==> config.mk <==
export PLATFORM = sky130hd
export DESIGN_NAME = gpio_input_edge_detector
export DESIGN_NICKNAME = d
export VERILOG_FILES = /design/src/edge_detect_pkg.sv /design/src/gpio_input_edge_detector.sv /design/src/pin_sync.sv
export SDC_FILE = /design/constraint.sdc
export NUM_CORES = 1
export LEC_CHECK = 0
export BUFFER_PORTS_ARGS = -buffer_cell sky130_fd_sc_hd__buf_2
export CORE_UTILIZATION = 51
export CTS_BUF_LIST = sky130_fd_sc_hd__clkbuf_4
export CTS_CLUSTER_DIAMETER = 100
export DETAILED_ROUTE_END_ITERATION = 8
export PLACE_DENSITY = 0.85
export RECOVER_POWER = 50
export SLEW_MARGIN = 20
export SYNTH_ARGS = -nofsm -noshare
export SYNTH_HDL_FRONTEND = slang
export SYNTH_SLANG_ARGS = --single-unit
export TNS_END_PERCENT = 30
==> constraint.sdc <==
create_clock -name i_clock -period 2.95 [get_ports i_clock]
set_input_delay 0.295 -clock i_clock [delete_from_list [all_inputs] [get_ports i_clock]]
set_output_delay 0.295 -clock i_clock [all_outputs]
set_load 0.02 [all_outputs]
==> src/edge_detect_pkg.sv <==
// Contract
// - Control bits 15:8 enable rising-edge watch, bit 8+n for pin n.
// - Control bits 7:0 enable falling-edge watch, bit n for pin n.
// - Enabled rising edge on pin n sets status bit 8+n until read.
// - Enabled falling edge on pin n sets status bit n until read.
// - Only pins configured as inputs may set edge flags.
// - Zero flag means no edge since last read; any status read clears all, but an edge in the read cycle still sets its flag.
// - Direction bit n zero means pin n input, one means output.
`default_nettype none

package edge_detect_pkg;

  // ------------------------------------------------------------
  // Register indices, byte address is four times the index
  // ------------------------------------------------------------
  localparam logic [5:0]  IDX_DIRECTION  = 6'h0b;
  localparam logic [5:0]  IDX_PIN_LEVEL  = 6'h0c;
  localparam logic [5:0]  IDX_CONTROL    = 6'h0d;
  localparam logic [5:0]  IDX_STATUS     = 6'h0e;
  localparam logic [5:0]  IDX_MASK       = 6'h10;

  // ------------------------------------------------------------
  // Field layout
  // ------------------------------------------------------------
  localparam int          RISE_LSB       = 8;
  localparam int          FALL_LSB       = 0;
  localparam int          PIN_COUNT      = 8;

  // ------------------------------------------------------------
  // Reset values
  // ------------------------------------------------------------
  localparam logic [15:0] CONTROL_RESET  = 16'h0000;
  localparam logic [15:0] STATUS_RESET   = 16'h0000;
  localparam logic [15:0] MASK_RESET     = 16'h0000;
  localparam logic [7:0]  DIR_RESET      = 8'h00;

  // ------------------------------------------------------------
  // Timing
  // ------------------------------------------------------------
  localparam int          SYNC_STAGES    = 2;
  localparam int          PRIME_CYCLES   = 3;

  typedef enum logic [1:0] {
    BUS_IDLE,
    BUS_ACK
  } bus_state_e;

endpackage

`default_nettype wire

==> src/gpio_input_edge_detector.sv <==
`default_nettype none

module gpio_input_edge_detector
  import edge_detect_pkg::*;
#(
  parameter int PINS = PIN_COUNT
) (
  input  wire logic        i_clock,
  input  wire logic        i_resetn,
  input  wire logic        i_wb_cyc,
  input  wire logic        i_wb_stb,
  input  wire logic        i_wb_we,
  input  wire logic [7:0]  i_wb_adr,
  input  wire logic [31:0] i_wb_dat,
  input  wire logic [3:0]  i_wb_sel,
  input  wire logic [7:0]  i_pins,
  output logic      [31:0] o_wb_dat,
  output logic             o_wb_ack,
  output logic             o_irq,
  output logic      [7:0]  o_pin_dir
);

  // ------------------------------------------------------------
  // Reset release
  // ------------------------------------------------------------
  logic rst_meta_ff;
  logic rst_n_ff;

  always_ff @(posedge i_clock or negedge i_resetn) begin
    if (!i_resetn) begin
      rst_meta_ff <= 1'b0;
      rst_n_ff    <= 1'b0;
    end else begin
      rst_meta_ff <= 1'b1;
      rst_n_ff    <= rst_meta_ff;
    end
  end

  // ------------------------------------------------------------
  // Declarations
  // ------------------------------------------------------------
  logic [15:0] control_ff;
  logic [15:0] status_ff;
  logic [15:0] mask_ff;
  logic [7:0]  dir_ff;
  logic [7:0]  pin_prev_ff;
  logic [PRIME_CYCLES-1:0] prime_ff;
  logic        ack_ff;
  logic [31:0] rdata_ff;
  logic        irq_ff;
  bus_state_e  bus_ff;

  logic [7:0]  pin_sync;
  logic        bus_req;
  logic [5:0]  reg_idx;
  logic        adr_aligned;
  logic        wr_ctrl;
  logic        wr_dir;
  logic        wr_mask;
  logic        rd_status;
  logic [7:0]  input_pins;
  logic [7:0]  rise_evt;
  logic [7:0]  fall_evt;
  logic [15:0] set_evt;
  logic [15:0] nxt_status;
  logic [15:0] nxt_control;
  logic [15:0] nxt_mask;
  logic [31:0] nxt_rdata;
  logic        primed;

  // Byte-lane merge of a 16-bit register
  function automatic logic [15:0] lane_merge(input logic [15:0] old_v,
                                             input logic [31:0] wdat,
                                             input logic [3:0]  sel);
    lane_merge = {sel[1] ? wdat[15:8] : old_v[15:8],
                  sel[0] ? wdat[7:0]  : old_v[7:0]};
  endfunction

  // ------------------------------------------------------------
  // Pin synchronisation
  // ------------------------------------------------------------
  // Synchronise pin inputs
  pin_sync #(
    .WIDTH   (PINS)
  ) u_pin_sync (
    .i_clock (i_clock),
    .i_rst_n (rst_n_ff),
    .i_async (i_pins),
    .o_sync  (pin_sync)
  );

  always_ff @(posedge i_clock or negedge rst_n_ff) begin
    if (!rst_n_ff) begin
      pin_prev_ff <= 8'h00;
      prime_ff    <= '0;
    end else begin
      pin_prev_ff <= pin_sync;
      prime_ff    <= {prime_ff[PRIME_CYCLES-2:0], 1'b1};
    end
  end

  assign primed = prime_ff[PRIME_CYCLES-1];

  // ------------------------------------------------------------
  // Edge detection
  // ------------------------------------------------------------
  // Direction zero is input
  assign input_pins = ~dir_ff;
  assign rise_evt   = pin_sync & ~pin_prev_ff & control_ff[RISE_LSB +: PINS] & input_pins & {8{primed}};
  assign fall_evt   = ~pin_sync & pin_prev_ff & control_ff[FALL_LSB +: PINS] & input_pins & {8{primed}};
  assign set_evt    = {rise_evt, fall_evt};

  // ------------------------------------------------------------
  // Bus decode
  // ------------------------------------------------------------
  assign bus_req     = i_wb_cyc & i_wb_stb & (bus_ff == BUS_IDLE);
  assign reg_idx     = i_wb_adr[7:2];
  assign adr_aligned = (i_wb_adr[1:0] == 2'b00);
  assign wr_ctrl     = bus_req & i_wb_we & adr_aligned & (reg_idx == IDX_CONTROL);
  assign wr_dir      = bus_req & i_wb_we & adr_aligned & (reg_idx == IDX_DIRECTION) & i_wb_sel[0];
  assign wr_mask     = bus_req & i_wb_we & adr_aligned & (reg_idx == IDX_MASK);
  assign rd_status   = bus_req & ~i_wb_we & adr_aligned & (reg_idx == IDX_STATUS);

  assign nxt_control = wr_ctrl ? lane_merge(control_ff, i_wb_dat, i_wb_sel) : control_ff;
  assign nxt_mask    = wr_mask ? lane_merge(mask_ff, i_wb_dat, i_wb_sel) : mask_ff;

  // Sticky flags, set wins over read clear
  assign nxt_status  = (rd_status ? 16'h0000 : status_ff) | set_evt;

  assign nxt_rdata   = !adr_aligned                 ? 32'h0000_0000 :
                       (reg_idx == IDX_CONTROL)     ? {16'h0000, control_ff} :
                       (reg_idx == IDX_STATUS)      ? {16'h0000, status_ff} :
                       (reg_idx == IDX_MASK)        ? {16'h0000, mask_ff} :
                       (reg_idx == IDX_DIRECTION)   ? {24'h000000, dir_ff} :
                       (reg_idx == IDX_PIN_LEVEL)   ? {24'h000000, pin_sync} :
                                                      32'h0000_0000;

  // ------------------------------------------------------------
  // Registers
  // ------------------------------------------------------------
  always_ff @(posedge i_clock or negedge rst_n_ff) begin
    if (!rst_n_ff) begin
      control_ff <= CONTROL_RESET;
      mask_ff    <= MASK_RESET;
      dir_ff     <= DIR_RESET;
      status_ff  <= STATUS_RESET;
    end else begin
      control_ff <= nxt_control;
      mask_ff    <= nxt_mask;
      status_ff  <= nxt_status;
      if (wr_dir) begin
        dir_ff <= i_wb_dat[7:0];
      end
    end
  end

  // ------------------------------------------------------------
  // Bus answer and outputs
  // ------------------------------------------------------------
  always_ff @(posedge i_clock or negedge rst_n_ff) begin
    if (!rst_n_ff) begin
      bus_ff   <= BUS_IDLE;
      ack_ff   <= 1'b0;
      rdata_ff <= 32'h0000_0000;
      irq_ff   <= 1'b0;
    end else begin
      irq_ff <= |(status_ff & mask_ff);
      case (bus_ff)
        BUS_IDLE: begin
          ack_ff <= bus_req;
          if (bus_req) begin
            rdata_ff <= i_wb_we ? 32'h0000_0000 : nxt_rdata;
            bus_ff   <= BUS_ACK;
          end
        end
        BUS_ACK: begin
          ack_ff <= 1'b0;
          bus_ff <= BUS_IDLE;
        end
        default: begin
          ack_ff <= 1'b0;
          bus_ff <= BUS_IDLE;
        end
      endcase
    end
  end

  assign o_wb_ack  = ack_ff;
  assign o_wb_dat  = rdata_ff;
  assign o_irq     = irq_ff;
  assign o_pin_dir = dir_ff;
endmodule

`default_nettype wire

==> src/pin_sync.sv <==
`default_nettype none

module pin_sync
  import edge_detect_pkg::*;
#(
  parameter int WIDTH = 8
) (
  input  wire logic             i_clock,
  input  wire logic             i_rst_n,
  input  wire logic [WIDTH-1:0] i_async,
  output logic      [WIDTH-1:0] o_sync
);

  // ------------------------------------------------------------
  // Two-stage synchroniser
  // ------------------------------------------------------------
  logic [WIDTH-1:0] meta_ff;
  logic [WIDTH-1:0] sync_ff;

  always_ff @(posedge i_clock or negedge i_rst_n) begin
    if (!i_rst_n) begin
      meta_ff <= '0;
      sync_ff <= '0;
    end else begin
      meta_ff <= i_async;
      sync_ff <= meta_ff;
    end
  end

  assign o_sync = sync_ff;

endmodule

`default_nettype wire

==> Word level (Yosys, flattened, before mapping) <==
Index checks and enable logic that the tools add are counted.
{ "totals": {"ff_bits": 121, "latchBits": 0, "ramBits": 0, "rom_bits": 0, "in_bits": 57, "elab_cells": 66, "n_memories": 0} }
{ "classes": {"n_addsub": 0, "multipliers": 0, "div": 0, "order_cmp": 0, "n_eq_ne": 6, "shifts": 0, "muxes": 11, "bitwise_logic": 25, "n_reduce_logical": 8} }
{ "ops": {"columns": ["operator", "n"], "rows": [
  ["16-bit 2-to-1 mux", 6],
  ["8-bit bitwise AND", 8],
  ["6-bit by 4-bit == test with 1-bit output, second input constant", 4],
  ["8-bit NOT", 3],
  ["16-bit bitwise AND", 1],
  ["8-bit 2-to-1 mux", 2],
  ["16-bit OR", 1],
  ["16-bit OR reduction", 1],
  ["1-bit bitwise AND", 11],
  ["2-bit AND reduction", 5],
  ["6-bit by 5-bit == test with 1-bit output, second input constant", 1],
  ["2-bit logical NOT", 2],
  ["2-bit 2-to-1 mux", 2],
  ["2-bit inequality test, second input constant", 1],
  ["1-bit 2-to-1 mux", 1],
  ["1-bit NOT", 1]
]} }

==> Longest topological paths before layout <==
{ "depth": {"ltp_word": 8, "depth_mapped": 7, "depth_no_buf": 5} }

==> Modules after synthesis <==
From an unflattened synthesis, not the netlist that was laid out.
{ "unflattened": {"cells_unflattened": 341, "area_unflattened_um2": 4434.3} }
{ "by_module_without_submodules": {"columns": ["mod", "n_inst", "cells_each", "area_per_inst_um2"], "rows": [
  ["gpio_input_edge_detector", 1, 325, 4033.9],
  ["pin_sync", 1, 16, 400.4]
]} }

==> Worst setup path after synthesis <==
Ideal clock, no wire load.
{ "synth_timing": {"path_type": "register to register", "startpoint": "reg bus_ff[0]", "endpoint": "reg control_ff[0]", "setup_ns": 0.125, "t_arrival_ns": 1.466, "required_ns": 2.825, "setup_slack_ns": 1.359, "path_stages_with_launch": 6, "n_path_buf": 0, "period_less_slack_ns": 1.591, "cell_sequence": "dfrtp_1 nand3b_4 inv_1 nand4_1 nor3_4 mux2_2"} }
{ "synth_via": {"elab_chain_cells": 6} }
{ "synth_lines": {"columns": ["item", "line_no", "text"], "rows": [
  ["start, declared", "gpio_input_edge_detector.sv:51", "bus_state_e bus_ff;"],
  ["start signal, assigned", "gpio_input_edge_detector.sv:162", "bus_ff <= BUS_IDLE;"],
  ["start signal, assigned", "gpio_input_edge_detector.sv:173", "bus_ff <= BUS_ACK;"],
  ["start signal, assigned", "gpio_input_edge_detector.sv:178", "bus_ff <= BUS_IDLE;"],
  ["2-bit logical NOT", "gpio_input_edge_detector.sv:116", "assign bus_req = i_wb_cyc & i_wb_stb & (bus_ff == BUS_IDLE);"],
  ["1-bit bitwise AND", "gpio_input_edge_detector.sv:116", null],
  ["1-bit bitwise AND (3 in a row)", "gpio_input_edge_detector.sv:119", "assign wr_ctrl = bus_req & i_wb_we & adr_aligned & (reg_idx == IDX_CONTROL);"],
  ["2-bit AND reduction (no line)", null, null],
  ["end signal, assigned", "gpio_input_edge_detector.sv:148", "control_ff <= nxt_control;"],
  ["end, declared", "gpio_input_edge_detector.sv:42", "logic [15:0] control_ff;"]
]} }
Every way passes these cells.
A chain may end at the register's enable or synchronous reset.

==> Final worst setup path <==
{ "layout_timing": {"startpoint": "reg bus_ff[0]", "endpoint": "reg control_ff[8]"} }
The elaborated chain is that of the path after synthesis.

==> results.json <==
{
  "status": "finished with violations",
  "violated_checks": "capacitance limit, slew limit",
  "criticalPathCategory": "reg -> reg",
  "first_iter_violations": 288,
  "worst-slew-pin-transition_ns": 1.611,
  "timing.final.setup_violations": 0,
  "intPower_mw": 1.790,
  "total_standard_cell_area_after_synthesis_um2": 4539,
  "switchingPower_mw": 0.6402,
  "dominant_cell_type_by_area_after_synthesis": "sky130_fd_sc_hd__dfrtp_1",
  "pin_count": 99,
  "power.clock.fraction_pct": 32.1,
  "count_of_state_elements_after_synthesis": 104,
  "report.final.hold_viol_count": 0,
  "largest_net_degree_at_the_start_of_global_routing": 78,
  "max_slew_margin_pct": -7.378,
  "power.density_nw_per_um2": 474.5,
  "num_vias": 3330,
  "max_cap_viol_count": 1,
  "comb_power_share_pct": 6.0,
  "required_ns": 3.31,
  "fmax_mhz": 407.8,
  "grt_first_pass_wirelength_mm": 16.86,
  "synth-edff-count": 0,
  "power.share.switching_pct": 26.34,
  "first_global_vias": 3233,
  "final_nets": 487,
  "antenna_found_initial": 0,
  "vdd_ir_drop_max_mv": 0.3429,
  "ant_nets": 0,
  "clk_root_buffer_cell": "sky130_fd_sc_hd__clkbuf_4",
  "grt_use_total_pct": 25.08,
  "detail_route.wirelength_mm": 10.78,
  "fin_crit_ns": 2.452,
  "placement.io_buffers": 64,
  "worst_hold_path_type": "in -> reg",
  "clk_pin_slew_ns": 0.17,
  "chipWidth_um": 96.35,
  "number_of_cell_rows": 34,
  "cts_tree": "built",
  "yosys-top-cells-count": "sky130_fd_sc_hd__dfrtp_1, sky130_fd_sc_hd__nand2_1, sky130_fd_sc_hd__mux2_2, sky130_fd_sc_hd__buf_4",
  "syn-mean-instance-area_um2": 12.93,
  "fin_area_um2": 5122,
  "flow.area_growth_from_synthesis_pct": 12.84,
  "htree_num_levels": 3,
  "cts_buffers": 9,
  "synth.most_common_cell": "sky130_fd_sc_hd__dfrtp_1",
  "layout-drive-gt1-share_pct": 29.20,
  "rsz0062_at_grt": "no",
  "avg_wl_per_cell_um": 19.84,
  "core_um2": 8678,
  "seqPwrFrac_pct": 61.9,
  "start_util_pct": 52.31,
  "cts_setup_buffers": 0,
  "post-dp-hpwl_mm": 7.535,
  "globalRouteOverflowTotal": 0,
  "ys_async_sr_fraction_pct": 100.0,
  "post_route_fraction_of_the_period_consumed_by_the_critical_path_pct": 83.13,
  "filler_cell_count": 770,
  "cp-start-kind": "flip-flop",
  "route.detailed.drc": 0,
  "cp_max_fo": 18,
  "postSynthCellCount": 351,
  "netlist-cell-type-count": 44,
  "timing.setup.tns_ns": 0,
  "yosys-top-cells-area": "sky130_fd_sc_hd__dfrtp_1, sky130_fd_sc_hd__mux2_2, sky130_fd_sc_hd__buf_4",
  "drt-vias-per-instance": 6.133,
  "synth_largest_type_area_fraction_pct": 57.33,
  "clk-insertion-delay-late_ns": 0.46,
  "final.setup_skew_ns": 0.01166,
  "insertedDiodeCount": 0,
  "yosysSeqAreaShare_pct": 57.33,
  "drt_pre_antenna_iters": 6,
  "static_power_due_to_leakage_nw": 2.433,
  "globalplace.congestion": 0.8587,
  "synth_ff_type": "sky130_fd_sc_hd__dfrtp_1",
  "dpl_cell_area_um2": 4898,
  "worst-endpoint-arrival_ns": 2.81,
  "worstSetupEndpointType": "flip-flop",
  "die_height_um": 96.35,
  "final-max-slew-violation-count": 78,
  "clock_tree.buffer_depth": 2,
  "synth.yosys.warnings": 0,
  "fp.dieArea_um2": 9282,
  "numClockSinks": 104
}
-- per-layer routing --
| metal | share of wire (%) | track usage, % | up-vias | wire [µm] |
|---|---|---|---|---|
| met4 | 1.8 | 9.069 | 0 | 190 |
| met3 | 6.6 | 5.134 | 22 | 715 |
| met2 | 51 | 41.90 | 165 | 5519 |
| met5 | 0 | 0 | - | 0 |
| met1 | 40 | 32.46 | 1686 | 4350 |
| li1 | - | - | 1457 | - |
-- state kept, by name (all words and copies together) (netlist names), 3 cells and up --
name	count
u_pin_sync.o_sync	8
u_pin_sync.meta_ff	8
status_ff	16
control_ff	16
pin_prev_ff	8
o_pin_dir	8
o_wb_dat	16
prime_ff	3
mask_ff	16
-- power groups by stage --
stage | Clock, mW | Combinational (mW) | Sequential (mW)
final | 0.781 | 0.146 | 1.50
after global routing | 0.841 | 0.159 | 1.51
after CTS | 0.790 | 0.146 | 1.50
after detailed placement | 0 | 0.136 | 1.53
after global placement | 0 | 0.133 | 1.53
after floorplan | 0 | 0.0865 | 1.52
-- area by class of cell --
type                    count  area (µm²)  share of cell area [%]
inverters                   8       30.03                  0.5862
well taps                 108       135.1                   2.638
multi-input cells         222        1717                   33.51
flip-flops and latches    104        2604                   50.83
clock buffers               9       67.56                   1.319
repair buffers             85       483.0                   9.428
clock inverters             7       86.33                   1.685
-- worst max-delay path, stage by stage (launching register included) --
cell and delay (ns):
sky130_fd_sc_hd__dfrtp_1 0.39, sky130_fd_sc_hd__nand3b_4 0.32, sky130_fd_sc_hd__inv_1 0.15, sky130_fd_sc_hd__clkbuf_1 0.46, sky130_fd_sc_hd__and3_1 0.34, sky130_fd_sc_hd__nand4_2 0.31, sky130_fd_sc_hd__mux2_2 0.37
-- path summary, 6_finish.rpt --
path	start	to	slack, ns	depth (start not counted)
worst max register to register	bus_ff[0]$_DFFE_PN0P_	control_ff[8]$_DFFE_PN0P_	0.50	6
worst min register to register	u_pin_sync.meta_ff[6]$_DFF_PN0_	u_pin_sync.o_sync[6]$_DFF_PN0_	0.37	0
worst min-delay path	i_wb_dat[9]	control_ff[9]$_DFFE_PN0P_	0.06	2
worst max-delay path	bus_ff[0]$_DFFE_PN0P_	control_ff[8]$_DFFE_PN0P_	0.50	6
min in group asynchronous	i_resetn	rst_n_ff$_DFF_PN0_	0.11	2
max in group asynchronous	rst_n_ff$_DFF_PN0_	control_ff[5]$_DFFE_PN0P_	1.25	1
-- timing repair --
item | 4_1_cts | 5_1_grt
hold buffers | 9 | 0
endpoints found under the hold margin | 10 | 0
gates resized for setup | 0 | 0
endpoints found under the setup margin | 0 | 0
-- per-stage QoR --
stage / util [%] / setup WS (ns) / power (mW) / hold slack (ns) / instances
global route: 59.03 / 0.4159 / 2.512 / 0.04017 / 543
finish: 59.03 / 0.4978 / 2.430 / 0.05899 / 543
detailed placement: 56.44 / 0.6453 / 1.667 / 0.08126 / 518
global placement: 56.44 / 0.6876 / 1.661 / 0.07996 / 518
floorplan: - / 1.206 / 1.611 / -0.0005911 / 367
CTS: 59.26 / 0.8521 / 2.440 / 0.05716 / 543
-- cells in the final DEF (no fill, tap or decap), types with 3 or more instances in the layout --
master and n:
sky130_fd_sc_hd__a22o_1 9, sky130_fd_sc_hd__nand4_1 3, sky130_fd_sc_hd__a221oi_1 14, sky130_fd_sc_hd__mux2_1 8, sky130_fd_sc_hd__conb_1 18, sky130_fd_sc_hd__a211oi_1 10
sky130_fd_sc_hd__clkbuf_1 12, sky130_fd_sc_hd__o31ai_1 6, sky130_fd_sc_hd__and3_1 9, sky130_fd_sc_hd__a221o_1 12, sky130_fd_sc_hd__buf_4 11, sky130_fd_sc_hd__dfrtp_1 103
sky130_fd_sc_hd__dlygate4sd3_1 9, sky130_fd_sc_hd__mux2_2 32, sky130_fd_sc_hd__inv_1 8, sky130_fd_sc_hd__nand2_1 34, sky130_fd_sc_hd__o311ai_1 4, sky130_fd_sc_hd__clkbuf_4 9
sky130_fd_sc_hd__o21ai_1 14, sky130_fd_sc_hd__nand4b_1 6, sky130_fd_sc_hd__buf_2 53, sky130_fd_sc_hd__and2_1 3, sky130_fd_sc_hd__nand2b_1 4, sky130_fd_sc_hd__nor4bb_1 5
-- kinds of logic after synthesis --
family	count (synthesis)	synth area share, %
multiplexers	40	9.923
other	2	0.1654
AO/OA/AOI/OAI	80	14.42
buffers and inverters	41	6.174
flip-flops	104	57.33
AND/OR/NAND/NOR	84	11.99
No activity file was read; power rests on OpenSTA's default activity.
